## config.mk

```make
export PLATFORM = sky130hd
export DESIGN_NAME = fpmc_front_panel
export DESIGN_NICKNAME = d
export VERILOG_FILES = /design/src/hw/fpmc_pkg.sv /design/src/hw/fpmc_addr_if.sv /design/src/hw/fpmc_addr_reg.sv /design/src/hw/fpmc_scan.sv /design/src/hw/fpmc_front_panel.sv
export VERILOG_INCLUDE_DIRS = /design/src /design/src/hw
export SDC_FILE = /design/constraint.sdc
export NUM_CORES = 1
export LEC_CHECK = 0
export BUFFER_PORTS_ARGS = -buffer_cell sky130_fd_sc_hd__buf_2
export CORE_MARGIN = 5
export CORE_UTILIZATION = 40
export CTS_CLUSTER_DIAMETER = 30
export CTS_CLUSTER_SIZE = 40
export DETAILED_ROUTE_END_ITERATION = 10
export PLACE_DENSITY_LB_ADDON = 0.12
export REMOVE_ABC_BUFFERS = 1
export SYNTH_ARGS = -nofsm -noshare
export SYNTH_HDL_FRONTEND = slang
export SYNTH_SLANG_ARGS = --single-unit
```

## constraint.sdc

```tcl
create_clock -name core_clk_i -period 3.6 [get_ports core_clk_i]
set_input_delay 0.36 -clock core_clk_i [delete_from_list [all_inputs] [get_ports core_clk_i]]
set_output_delay 0.36 -clock core_clk_i [all_outputs]
set_load 0.005 [all_outputs]
```

## src/hw/fpmc_defines.svh

```systemverilog
// Purpose: Constants of the front-panel mode controller
// Assumes: Included by bare name from every design file but the package
// Notes:   Definitions only
`ifndef FPMC_DEFINES_SVH
`define FPMC_DEFINES_SVH

// Bus address range and defaults
`define FPMC_ADDR_W         5
`define FPMC_ADDR_MIN       5'h00
`define FPMC_ADDR_MAX       5'h1E
`define FPMC_ADDR_STEP      5'h01
`define FPMC_OWN_ADDR_DFLT  5'h10

// Keypad entry accumulator
`define FPMC_ENTRY_W        7
`define FPMC_ENTRY_ZERO     7'h00
`define FPMC_ENTRY_SAT      7'h0B
`define FPMC_ENTRY_OVF      7'h7F
`define FPMC_DEC_BASE       7'h0A

// Enables after power-up
`define FPMC_REMOTE_EN_DFLT 1'h1
`define FPMC_MDC_EN_DFLT    1'h0

// Brightness
`define FPMC_BRIGHT_W       2
`define FPMC_BRIGHT_FULL    2'h3
`define FPMC_BRIGHT_STEP    2'h1

// Scan rate
`define FPMC_RATE_W         3
`define FPMC_RATE_INIT      3'h3
`define FPMC_RATE_MIN       3'h0
`define FPMC_RATE_MAX       3'h7
`define FPMC_RATE_STEP      3'h1

`endif

```

## src/hw/fpmc_pkg.sv

```systemverilog
// Purpose: Types shared by the front-panel mode controller
// Assumes: Nothing
// Notes:   Enumerations carry no explicit codes
package fpmc_pkg;
    typedef enum logic [2:0] {md_tune, md_scan, md_bright, md_bus, md_reset} fpmc_mode_t;
    typedef enum logic [1:0] {rs_iface, rs_temp, rs_perm, rs_full} fpmc_rsel_t;
    typedef enum logic [1:0] {sc_idle, sc_to_stop, sc_to_start, sc_pause} fpmc_scan_t;
    typedef enum logic {it_remote, it_mdc} fpmc_item_t;
endpackage

```

## src/hw/fpmc_addr_if.sv

```systemverilog
// Purpose: Link between the mode controller and one bus address store
// Assumes: Key strobes are one-cycle pulses
// Notes:   ctl drives the strobes, store answers
`include "fpmc_defines.svh"
interface fpmc_addr_if;
    logic                     load;
    logic [`FPMC_ADDR_W-1:0]  load_val;
    logic                     en;
    logic                     digit_valid;
    logic [3:0]               digit;
    logic                     enter;
    logic                     clear;
    logic                     up;
    logic                     dn;
    logic [`FPMC_ADDR_W-1:0]  addr;
    logic                     commit;
    logic                     err;
    modport ctl   (output load, load_val, en, digit_valid, digit, enter, clear, up, dn,
                   input addr, commit, err);
    modport store (input load, load_val, en, digit_valid, digit, enter, clear, up, dn,
                   output addr, commit, err);
endinterface

```

## src/hw/fpmc_addr_reg.sv

```systemverilog
// Purpose: One bus address with keypad entry and knob stepping
// Assumes: Strobes are single-cycle pulses
// Notes:   Knob stepping saturates at the range ends
`include "fpmc_defines.svh"
module fpmc_addr_reg (
    // Clock and reset
    input  wire logic     core_clk_i,
    input  wire logic     rst_n_i,
    // Controller side
    fpmc_addr_if.store    a
);
    logic [`FPMC_ENTRY_W-1:0] entry;
    logic                     busy;
    logic                     legal;

    assign legal = entry <= {2'h0, `FPMC_ADDR_MAX};

    always_ff @(posedge core_clk_i or negedge rst_n_i) begin
        if (!rst_n_i) begin
            entry <= `FPMC_ENTRY_ZERO;
            busy  <= 1'b0;
        end else if (a.load || !a.en || a.enter || a.clear) begin
            entry <= `FPMC_ENTRY_ZERO;
            busy  <= 1'b0;
        end else if (a.digit_valid) begin
            busy <= 1'b1;
            if (!busy)
                entry <= {3'h0, a.digit};
            else if (entry > `FPMC_ENTRY_SAT)
                entry <= `FPMC_ENTRY_OVF;
            else
                entry <= `FPMC_ENTRY_W'(entry * `FPMC_DEC_BASE + {3'h0, a.digit});
        end
    end

    always_ff @(posedge core_clk_i or negedge rst_n_i) begin
        if (!rst_n_i) begin
            a.addr   <= `FPMC_OWN_ADDR_DFLT;
            a.commit <= 1'b0;
            a.err    <= 1'b0;
        end else begin
            a.commit <= 1'b0;
            a.err    <= 1'b0;
            if (a.load) begin
                a.addr <= (a.load_val > `FPMC_ADDR_MAX) ? `FPMC_ADDR_MAX : a.load_val;
            end else if (a.en && busy && a.enter) begin
                if (legal) begin
                    a.addr   <= entry[`FPMC_ADDR_W-1:0];
                    a.commit <= 1'b1;
                end else begin
                    a.err <= 1'b1;
                end
            end else if (a.en && !busy && a.up && a.addr < `FPMC_ADDR_MAX) begin
                a.addr   <= a.addr + `FPMC_ADDR_STEP;
                a.commit <= 1'b1;
            end else if (a.en && !busy && a.dn && a.addr > `FPMC_ADDR_MIN) begin
                a.addr   <= a.addr - `FPMC_ADDR_STEP;
                a.commit <= 1'b1;
            end
        end
    end
endmodule

```

## src/hw/fpmc_scan.sv

```systemverilog
// Purpose: Scan sequencing from the select and step keys
// Assumes: Keys arrive already gated for scan mode
// Notes:   Rate is a small code read by the tuner
`include "fpmc_defines.svh"
module fpmc_scan (
    // Clock and reset
    input  wire logic                     core_clk_i,
    input  wire logic                     rst_n_i,
    input  wire logic                     clr_i,
    // Keys
    input  wire logic                     left_i,
    input  wire logic                     right_i,
    input  wire logic                     step_i,
    // State
    output fpmc_pkg::fpmc_scan_t          state_o,
    output logic [`FPMC_RATE_W-1:0]       rate_o
);
    logic last_stop;
    logic faster;
    logic slower;

    assign faster = (state_o == fpmc_pkg::sc_to_stop  && left_i) ||
                    (state_o == fpmc_pkg::sc_to_start && right_i);
    assign slower = (state_o == fpmc_pkg::sc_to_stop  && right_i) ||
                    (state_o == fpmc_pkg::sc_to_start && left_i);

    always_ff @(posedge core_clk_i or negedge rst_n_i) begin
        if (!rst_n_i) begin
            state_o   <= fpmc_pkg::sc_idle;
            last_stop <= 1'b1;
        end else if (clr_i) begin
            state_o   <= fpmc_pkg::sc_idle;
            last_stop <= 1'b1;
        end else begin
            case (state_o)
                fpmc_pkg::sc_idle, fpmc_pkg::sc_pause: begin
                    if (left_i) begin
                        state_o   <= fpmc_pkg::sc_to_stop;
                        last_stop <= 1'b1;
                    end else if (right_i) begin
                        state_o   <= fpmc_pkg::sc_to_start;
                        last_stop <= 1'b0;
                    end else if (step_i && state_o == fpmc_pkg::sc_pause) begin
                        state_o <= last_stop ? fpmc_pkg::sc_to_stop : fpmc_pkg::sc_to_start;
                    end
                end
                fpmc_pkg::sc_to_stop, fpmc_pkg::sc_to_start: begin
                    if (step_i)
                        state_o <= fpmc_pkg::sc_pause;
                end
                default: state_o <= fpmc_pkg::sc_idle;
            endcase
        end
    end

    always_ff @(posedge core_clk_i or negedge rst_n_i) begin
        if (!rst_n_i)
            rate_o <= `FPMC_RATE_INIT;
        else if (clr_i)
            rate_o <= `FPMC_RATE_INIT;
        else if (faster && rate_o < `FPMC_RATE_MAX)
            rate_o <= rate_o + `FPMC_RATE_STEP;
        else if (slower && rate_o > `FPMC_RATE_MIN)
            rate_o <= rate_o - `FPMC_RATE_STEP;
    end
endmodule

```

## src/hw/fpmc_front_panel.sv

```systemverilog
// Purpose: Front-panel mode control: local, remote and downconverter roles
// Assumes: Keys and host remote and local requests are one-cycle pulses synchronous to core_clk_i; lockout is a level
// Notes:   Addresses are loaded on the first edge after rst_n_i or a restart
`include "fpmc_defines.svh"

module fpmc_front_panel (
    // Clock and reset
    input  wire logic                     core_clk_i,
    input  wire logic                     rst_n_i,
    // Power-up sources
    input  wire logic [`FPMC_ADDR_W-1:0]  dip_addr_i,
    input  wire logic [`FPMC_ADDR_W-1:0]  nv_mdc_addr_i,
    input  wire logic                     board_reset_i,
    // Panel keys
    input  wire logic                     alt_key_i,
    input  wire logic                     enter_key_i,
    input  wire logic                     clear_key_i,
    input  wire logic                     bright_key_i,
    input  wire logic                     scan_key_i,
    input  wire logic                     tune_key_i,
    input  wire logic                     digit_valid_i,
    input  wire logic [3:0]               digit_i,
    input  wire logic                     sel_left_i,
    input  wire logic                     sel_center_i,
    input  wire logic                     sel_right_i,
    input  wire logic                     step_key_i,
    input  wire logic                     knob_up_i,
    input  wire logic                     knob_dn_i,
    // Host requests
    input  wire logic                     host_remote_i,
    input  wire logic                     host_local_i,
    input  wire logic                     host_llo_i,
    // Bus roles
    output logic                          remote_o,
    output logic                          remote_en_o,
    output logic                          mdc_en_o,
    output logic                          bus_ctrl_hold_o,
    output logic                          bus_ctrl_reinit_o,
    output logic                          mdc_release_o,
    // Addresses and storage
    output logic [`FPMC_ADDR_W-1:0]       own_addr_o,
    output logic [`FPMC_ADDR_W-1:0]       mdc_addr_o,
    output logic                          nv_wr_o,
    output logic [`FPMC_ADDR_W-1:0]       nv_wr_data_o,
    output logic                          entry_err_o,
    // Panel indication
    output logic                          alt_lamp_o,
    output logic                          bus_lamp_o,
    output fpmc_pkg::fpmc_mode_t          mode_o,
    output fpmc_pkg::fpmc_item_t          bus_item_o,
    output fpmc_pkg::fpmc_rsel_t          reset_sel_o,
    output logic [`FPMC_BRIGHT_W-1:0]     bright_o,
    // Functions gated by remote
    output logic                          beat_osc_en_o,
    output logic                          zx_axis_en_o,
    output logic                          audible_en_o,
    // Resets issued
    output logic                          mem_rst_temp_o,
    output logic                          mem_rst_perm_o,
    output logic                          sys_restart_o,
    // Scan
    output fpmc_pkg::fpmc_scan_t          scan_state_o,
    output logic [`FPMC_RATE_W-1:0]       scan_rate_o
);
    fpmc_addr_if own_if ();
    fpmc_addr_if mdc_if ();

    logic init_done;
    logic alt_pend;
    logic ok_key;
    logic alt_h;
    logic alt_c;
    logic alt_m;
    logic in_bus;
    logic in_rst;
    logic in_bright;
    logic in_scan;
    logic rst_fire;
    logic iface_rst;
    logic restart;
    logic ret_local;
    logic center_rem;
    logic center_mdc;

    assign ok_key    = !remote_o;
    assign alt_h     = alt_pend && enter_key_i && ok_key;
    assign alt_c     = alt_pend && clear_key_i;
    assign alt_m     = alt_pend && bright_key_i && ok_key;
    assign in_bus    = (mode_o == fpmc_pkg::md_bus) && ok_key && !alt_pend;
    assign in_rst    = (mode_o == fpmc_pkg::md_reset) && ok_key && !alt_pend;
    assign in_bright = (mode_o == fpmc_pkg::md_bright) && ok_key && !alt_pend;
    assign in_scan   = (mode_o == fpmc_pkg::md_scan) && ok_key && !alt_pend;

    assign rst_fire  = in_rst && enter_key_i;
    assign iface_rst = rst_fire && reset_sel_o == fpmc_pkg::rs_iface;
    assign restart   = init_done && (board_reset_i ||
                       (rst_fire && reset_sel_o == fpmc_pkg::rs_full));
    assign ret_local = remote_o && alt_c && !host_llo_i;

    assign center_rem = in_bus && sel_center_i && bus_item_o == fpmc_pkg::it_remote;
    assign center_mdc = in_bus && sel_center_i && bus_item_o == fpmc_pkg::it_mdc;

    // Power-up load marker, reopened by a restart
    always_ff @(posedge core_clk_i or negedge rst_n_i) begin
        if (!rst_n_i)
            init_done <= 1'b0;
        else
            init_done <= !restart;
    end

    assign own_if.load        = !init_done;
    assign own_if.load_val    = dip_addr_i;
    assign own_if.en          = in_bus && bus_item_o == fpmc_pkg::it_remote && remote_en_o;
    assign own_if.digit_valid = digit_valid_i;
    assign own_if.digit       = digit_i;
    assign own_if.enter       = enter_key_i;
    assign own_if.clear       = clear_key_i;
    assign own_if.up          = knob_up_i;
    assign own_if.dn          = knob_dn_i;

    assign mdc_if.load        = !init_done;
    assign mdc_if.load_val    = nv_mdc_addr_i;
    assign mdc_if.en          = in_bus && bus_item_o == fpmc_pkg::it_mdc && mdc_en_o;
    assign mdc_if.digit_valid = digit_valid_i;
    assign mdc_if.digit       = digit_i;
    assign mdc_if.enter       = enter_key_i;
    assign mdc_if.clear       = clear_key_i;
    assign mdc_if.up          = knob_up_i;
    assign mdc_if.dn          = knob_dn_i;

    fpmc_addr_reg u_own_addr (
        .core_clk_i (core_clk_i),
        .rst_n_i    (rst_n_i),
        .a          (own_if.store)
    );

    fpmc_addr_reg u_mdc_addr (
        .core_clk_i (core_clk_i),
        .rst_n_i    (rst_n_i),
        .a          (mdc_if.store)
    );

    assign own_addr_o = own_if.addr;
    assign mdc_addr_o = mdc_if.addr;

    always_ff @(posedge core_clk_i or negedge rst_n_i) begin
        if (!rst_n_i) begin
            nv_wr_o      <= 1'b0;
            nv_wr_data_o <= `FPMC_ADDR_MIN;
            entry_err_o  <= 1'b0;
        end else begin
            nv_wr_o      <= mdc_if.commit;
            nv_wr_data_o <= mdc_if.addr;
            entry_err_o  <= own_if.err || mdc_if.err;
        end
    end

    // Alternate key pending
    always_ff @(posedge core_clk_i or negedge rst_n_i) begin
        if (!rst_n_i)
            alt_pend <= 1'b0;
        else if (restart || alt_h || alt_c || alt_m)
            alt_pend <= 1'b0;
        else if (alt_key_i)
            alt_pend <= !alt_pend;
    end

    // Panel mode
    always_ff @(posedge core_clk_i or negedge rst_n_i) begin
        if (!rst_n_i)
            mode_o <= fpmc_pkg::md_tune;
        else if (restart || remote_o || rst_fire || (tune_key_i && ok_key))
            mode_o <= fpmc_pkg::md_tune;
        else if (alt_h)
            mode_o <= fpmc_pkg::md_bus;
        else if (alt_c)
            mode_o <= fpmc_pkg::md_reset;
        else if (alt_m)
            mode_o <= fpmc_pkg::md_bright;
        else if (scan_key_i && ok_key && !alt_pend)
            mode_o <= fpmc_pkg::md_scan;
    end

    always_ff @(posedge core_clk_i or negedge rst_n_i) begin
        if (!rst_n_i) begin
            remote_en_o <= `FPMC_REMOTE_EN_DFLT;
            mdc_en_o    <= `FPMC_MDC_EN_DFLT;
        end else if (restart) begin
            remote_en_o <= `FPMC_REMOTE_EN_DFLT;
            mdc_en_o    <= `FPMC_MDC_EN_DFLT;
        end else if (center_rem) begin
            remote_en_o <= !remote_en_o;
            if (!remote_en_o)
                mdc_en_o <= 1'b0;
        end else if (center_mdc) begin
            mdc_en_o <= !mdc_en_o;
            if (!mdc_en_o)
                remote_en_o <= 1'b0;
        end
    end

    // Remote state
    always_ff @(posedge core_clk_i or negedge rst_n_i) begin
        if (!rst_n_i)
            remote_o <= 1'b0;
        else if (restart || ret_local || host_local_i || !remote_en_o)
            remote_o <= 1'b0;
        else if (host_remote_i && !mdc_en_o)
            remote_o <= 1'b1;
    end

    // Bus controller handling
    always_ff @(posedge core_clk_i or negedge rst_n_i) begin
        if (!rst_n_i) begin
            bus_ctrl_hold_o   <= 1'b0;
            bus_ctrl_reinit_o <= 1'b0;
            mdc_release_o     <= 1'b0;
        end else begin
            bus_ctrl_hold_o   <= !remote_en_o && !mdc_en_o;
            bus_ctrl_reinit_o <= iface_rst;
            mdc_release_o     <= (center_mdc && mdc_en_o) || (iface_rst && mdc_en_o);
        end
    end

    always_ff @(posedge core_clk_i or negedge rst_n_i) begin
        if (!rst_n_i)
            bus_item_o <= fpmc_pkg::it_remote;
        else if (restart)
            bus_item_o <= fpmc_pkg::it_remote;
        else if (in_bus && (sel_left_i || sel_right_i))
            bus_item_o <= (bus_item_o == fpmc_pkg::it_remote) ? fpmc_pkg::it_mdc
                                                             : fpmc_pkg::it_remote;
    end

    always_ff @(posedge core_clk_i or negedge rst_n_i) begin
        if (!rst_n_i)
            reset_sel_o <= fpmc_pkg::rs_iface;
        else if (restart)
            reset_sel_o <= fpmc_pkg::rs_iface;
        else if (in_rst && sel_right_i)
            reset_sel_o <= fpmc_pkg::fpmc_rsel_t'(reset_sel_o + 2'h1);
        else if (in_rst && sel_left_i)
            reset_sel_o <= fpmc_pkg::fpmc_rsel_t'(reset_sel_o - 2'h1);
    end

    always_ff @(posedge core_clk_i or negedge rst_n_i) begin
        if (!rst_n_i) begin
            mem_rst_temp_o <= 1'b0;
            mem_rst_perm_o <= 1'b0;
            sys_restart_o  <= 1'b0;
        end else begin
            mem_rst_temp_o <= rst_fire && reset_sel_o == fpmc_pkg::rs_temp;
            mem_rst_perm_o <= rst_fire && reset_sel_o == fpmc_pkg::rs_perm;
            sys_restart_o  <= restart;
        end
    end

    always_ff @(posedge core_clk_i or negedge rst_n_i) begin
        if (!rst_n_i)
            bright_o <= `FPMC_BRIGHT_FULL;
        else if (restart || (in_bright && step_key_i))
            bright_o <= `FPMC_BRIGHT_FULL;
        else if (in_bright && sel_left_i)
            bright_o <= bright_o - `FPMC_BRIGHT_STEP;
        else if (in_bright && sel_right_i)
            bright_o <= bright_o + `FPMC_BRIGHT_STEP;
    end

    // Lamps and remote-disabled functions
    always_ff @(posedge core_clk_i or negedge rst_n_i) begin
        if (!rst_n_i) begin
            alt_lamp_o    <= 1'b0;
            bus_lamp_o    <= 1'b0;
            beat_osc_en_o <= 1'b1;
            zx_axis_en_o  <= 1'b1;
            audible_en_o  <= 1'b1;
        end else begin
            alt_lamp_o    <= alt_pend;
            bus_lamp_o    <= mode_o == fpmc_pkg::md_bus;
            beat_osc_en_o <= !remote_o;
            zx_axis_en_o  <= !remote_o;
            audible_en_o  <= !remote_o;
        end
    end

    fpmc_scan u_scan (
        .core_clk_i (core_clk_i),
        .rst_n_i    (rst_n_i),
        .clr_i      (restart || remote_o),
        .left_i     (in_scan && sel_left_i),
        .right_i    (in_scan && sel_right_i),
        .step_i     (in_scan && step_key_i),
        .state_o    (scan_state_o),
        .rate_o     (scan_rate_o)
    );
endmodule

```

==> results.md <==
* Final period util at 0.856
* WP data required at 3860 ps
* Buf+Inv Stages, Crit Path at 1
* Synth top area share at 0.335
* Critical path's top delay family: simple AND/OR/NAND/NOR gates
* Leakage power total at 0.00221 uW
* DRT Pass-1 Iters at 5
* Crit path time final at 3080 ps
* Die Y-Extent at 111 um
* FILL cells at 1024
* Worst-Margin Slew at 745 ps
* Initial drt markers at 155
* CTS buffer count at 9
* Worst hold path cell count at 2
* Wire length of the first global-routing pass at 17300 um
* Biggest area consumer among synthesized cells: dfrtp_1
* Core Area at 10200 um2
* Count of pins over their slew limit at 0
* Number of placement rows at 37
* Initial core utilization at 0.404
* Ratio of routed vias to standard cells at 5.29
* Number of nets in the finished design at 586
* Total routed wirelength at 10300 um
* Fmax at 324 MHz
* Number of I/O port buffers at 76
* Finished layout cell area at 4780 um2
* Placed inst area at 4590 um2
* Synthesis-to-finish area growth at 16.3%
* YS warnings at 0
* Worst-case clock skew at 9.03 ps
* Clock latency of the later-clocked register in the worst-skew pair at 340 ps
* Type of the most critical hold path: in2reg
* Share of post-route cells with drive strength above 1 at 0.208
* Proportion of synthesized chip area in sequential cells at 0.392
* Critical Path Source Type: flop
* Initial antenna violation count at 0
* Placer congestion estimate at 0.875
* Area contributors post-synth: dfrtp_1 (33%), ha_1 (8.5%), dfstp_2 (5.7%)
* Synthesized area at 4110 um2
* Clock input transition at the sequential cells of the worst setup and hold paths at 70 ps
* Cell chosen for the clock root: clkbuf_8
* Status: complete, no violations
* R2R depth at 10
* Arrival time at the worst endpoint at 3340 ps
* Setup repair after global routing missed its margin: false
* Remaining global-route overflow at 0
* Max clock buf depth at 2
* WP depth at 10
* FF+latch count, synth at 64
* Top FF cell, synth: dfrtp_1
* Leading cell type in the layout, fill and taps excluded: buf_2
* Final core occ at 0.470
* Critical path endpoint category: flop
* Diodes inserted at 0
* Type of the worst setup path: reg2reg
* Most used cells in the layout excluding fill and tap cells: buf_2 (76), dfrtp_1 (55), nor2_1 (53), a21oi_1 (40), inv_1 (33)
* Endpoints failing hold at 0
* Total I/O pin count at 77
* Worst slew margin relative to its limit at 0.498
* Slowest stage cell on the critical path: or3_1
* Power per standard cell area at 404 nW/um2
* Routed len/inst at 15.6 um
* Worst voltage drop across the vdd grid at 0.000278 V
* Number of levels the H-tree was split into at 3
* Post-DRT Antenna Nets at 0
* Setup Total Neg Slack at 0 ps
* Mapped Avg Cell Area at 9.20 um2
* Overall routing resource usage at 0.168
* Detail Placement HPWL at 7820 um
* Number of instances in the synthesized netlist at 447
* Critical-path maximum fanout at 12
* TritonCTS clock tree: yes
* DRC violation count after routing at 0
* Delay of the slowest cell on the worst path at 560 ps
* Final Setup Violations at 0
* Count of unique library cells instantiated by Yosys at 56
* Crit-path cells: or3_1 -> or3_4 -> nor2_8 -> inv_1 -> ha_1 -> a21o_1 -> a21oi_1 -> xnor2_1 -> o31a_1 -> o22ai_1
* Number of enable flip-flop cells after synthesis at 0
* Synth async-reset ratio at 1.00
* Number of global-route vias before repair at 3480
* Max-capacitance violation count at 0
* Die X at 111 um
* DIE AREA at 12400 um2
* Maximum number of pins on one net before global-route repair at 44
* Number of vias after detailed routing at 3486
* Clock sink total at 64
-- per-layer routing --
metal	share of wire	vias to the layer above	global-route usage
met5	0	-	0
met4	0.0091	0	0.0430
met3	0.055	10	0.0484
met2	0.44	93	0.253
met1	0.50	1676	0.239
li1	-	1707	-
-- synthesized netlist by cell type, types with 6 or more instances --
cell and instances:
xnor2_1 16, nor3_1 6, dfrtp_1 55, fa_1 7, clkbuf_1 13, o211ai_1 7, nor2_1 53, nor2b_1 9
ha_1 28, a21o_1 7, nand2b_1 13, o21ai_0 23, dfstp_2 9, a21oi_1 40, mux2i_1 6, nand3_1 11
inv_1 33, nand2_1 22, xor2_1 8
-- path summary, 6_finish.rpt --
path	startpoint	endpoint	slack (ps)
worst max-delay path	alt_pend	u_own_addr.a.addr[4]	520
worst min register to register	u_mdc_addr.a.commit	nv_wr_o	350
worst min-delay path	host_local_i	remote_o	200
min in group asynchronous	rst_n_i	nv_wr_data_o[0]	520
max in group asynchronous	rst_n_i	u_own_addr.a.addr[4]	2150
worst max register to register	alt_pend	u_own_addr.a.addr[4]	520
-- final cells by class --
type                            instances  area [um2]  area share
Multi-Input combinational cell        331        2290       0.478
Sequential cell                        64        1610       0.337
Timing Repair Buffer                   78         398      0.0832
Tap cell                              136         170      0.0356
Clock buffer                           10         128      0.0267
Inverter                               34         128      0.0267
Clock inverter                          6        60.1      0.0126
-- stage by stage --
step,instances,setup slack [ps],power (uW),hold WS (ps)
after floorplan,429,815,1160,64.4
after global placement,642,674,1340,336
after detailed placement,642,544,1350,335
after CTS,659,533,1960,175
after global routing,659,353,2060,180
final,659,517,1930,196
-- flip-flops by register name (all words and copies together), names as in the netlist, 2 cells and up --
name               count
u_mdc_addr.a.addr      5
reset_sel_o            2
bright_o               2
u_own_addr.entry       7
u_scan.rate_o          3
nv_wr_data_o           5
u_mdc_addr.entry       7
mode_o                 3
u_own_addr.a.addr      5
u_scan.state_o         2
-- where the power goes --
part	switching, uW	internal (uW)
Clock	280	316
Sequential	75.8	784
Combinational	261	216
Total	618	1320
-- worst reg2reg max path: stages, from the launching register on --
cell	delay [ps]
dfrtp_1	500
or3_1	560
or3_4	510
nor2_8	120
inv_1	90
ha_1	340
a21o_1	180
a21oi_1	190
xnor2_1	110
o31a_1	270
o22ai_1	140
-- kinds of logic (layout without fill, tap and decap cells) --
group | Yosys count | in the layout | synth area share
AO/OA/AOI/OAI | 109 | 109 | 0.164
XOR/XNOR | 24 | 24 | 0.0511
adder cells (fa/ha/maj) | 35 | 35 | 0.119
buffers and inverters | 52 | 128 | 0.0517
flip-flops | 64 | 64 | 0.392
multiplexers | 6 | 6 | 0.0146
AND/OR/NAND/NOR | 157 | 157 | 0.207
-- repair_timing --
action,in CTS,in global routing
endpoints found under the setup margin,0,0
hold buffers,1,0
gates resized for setup,0,0
endpoints found under the hold margin,21,0
setup buffers,0,0
Note: power is estimated with default switching activity, not from simulation.
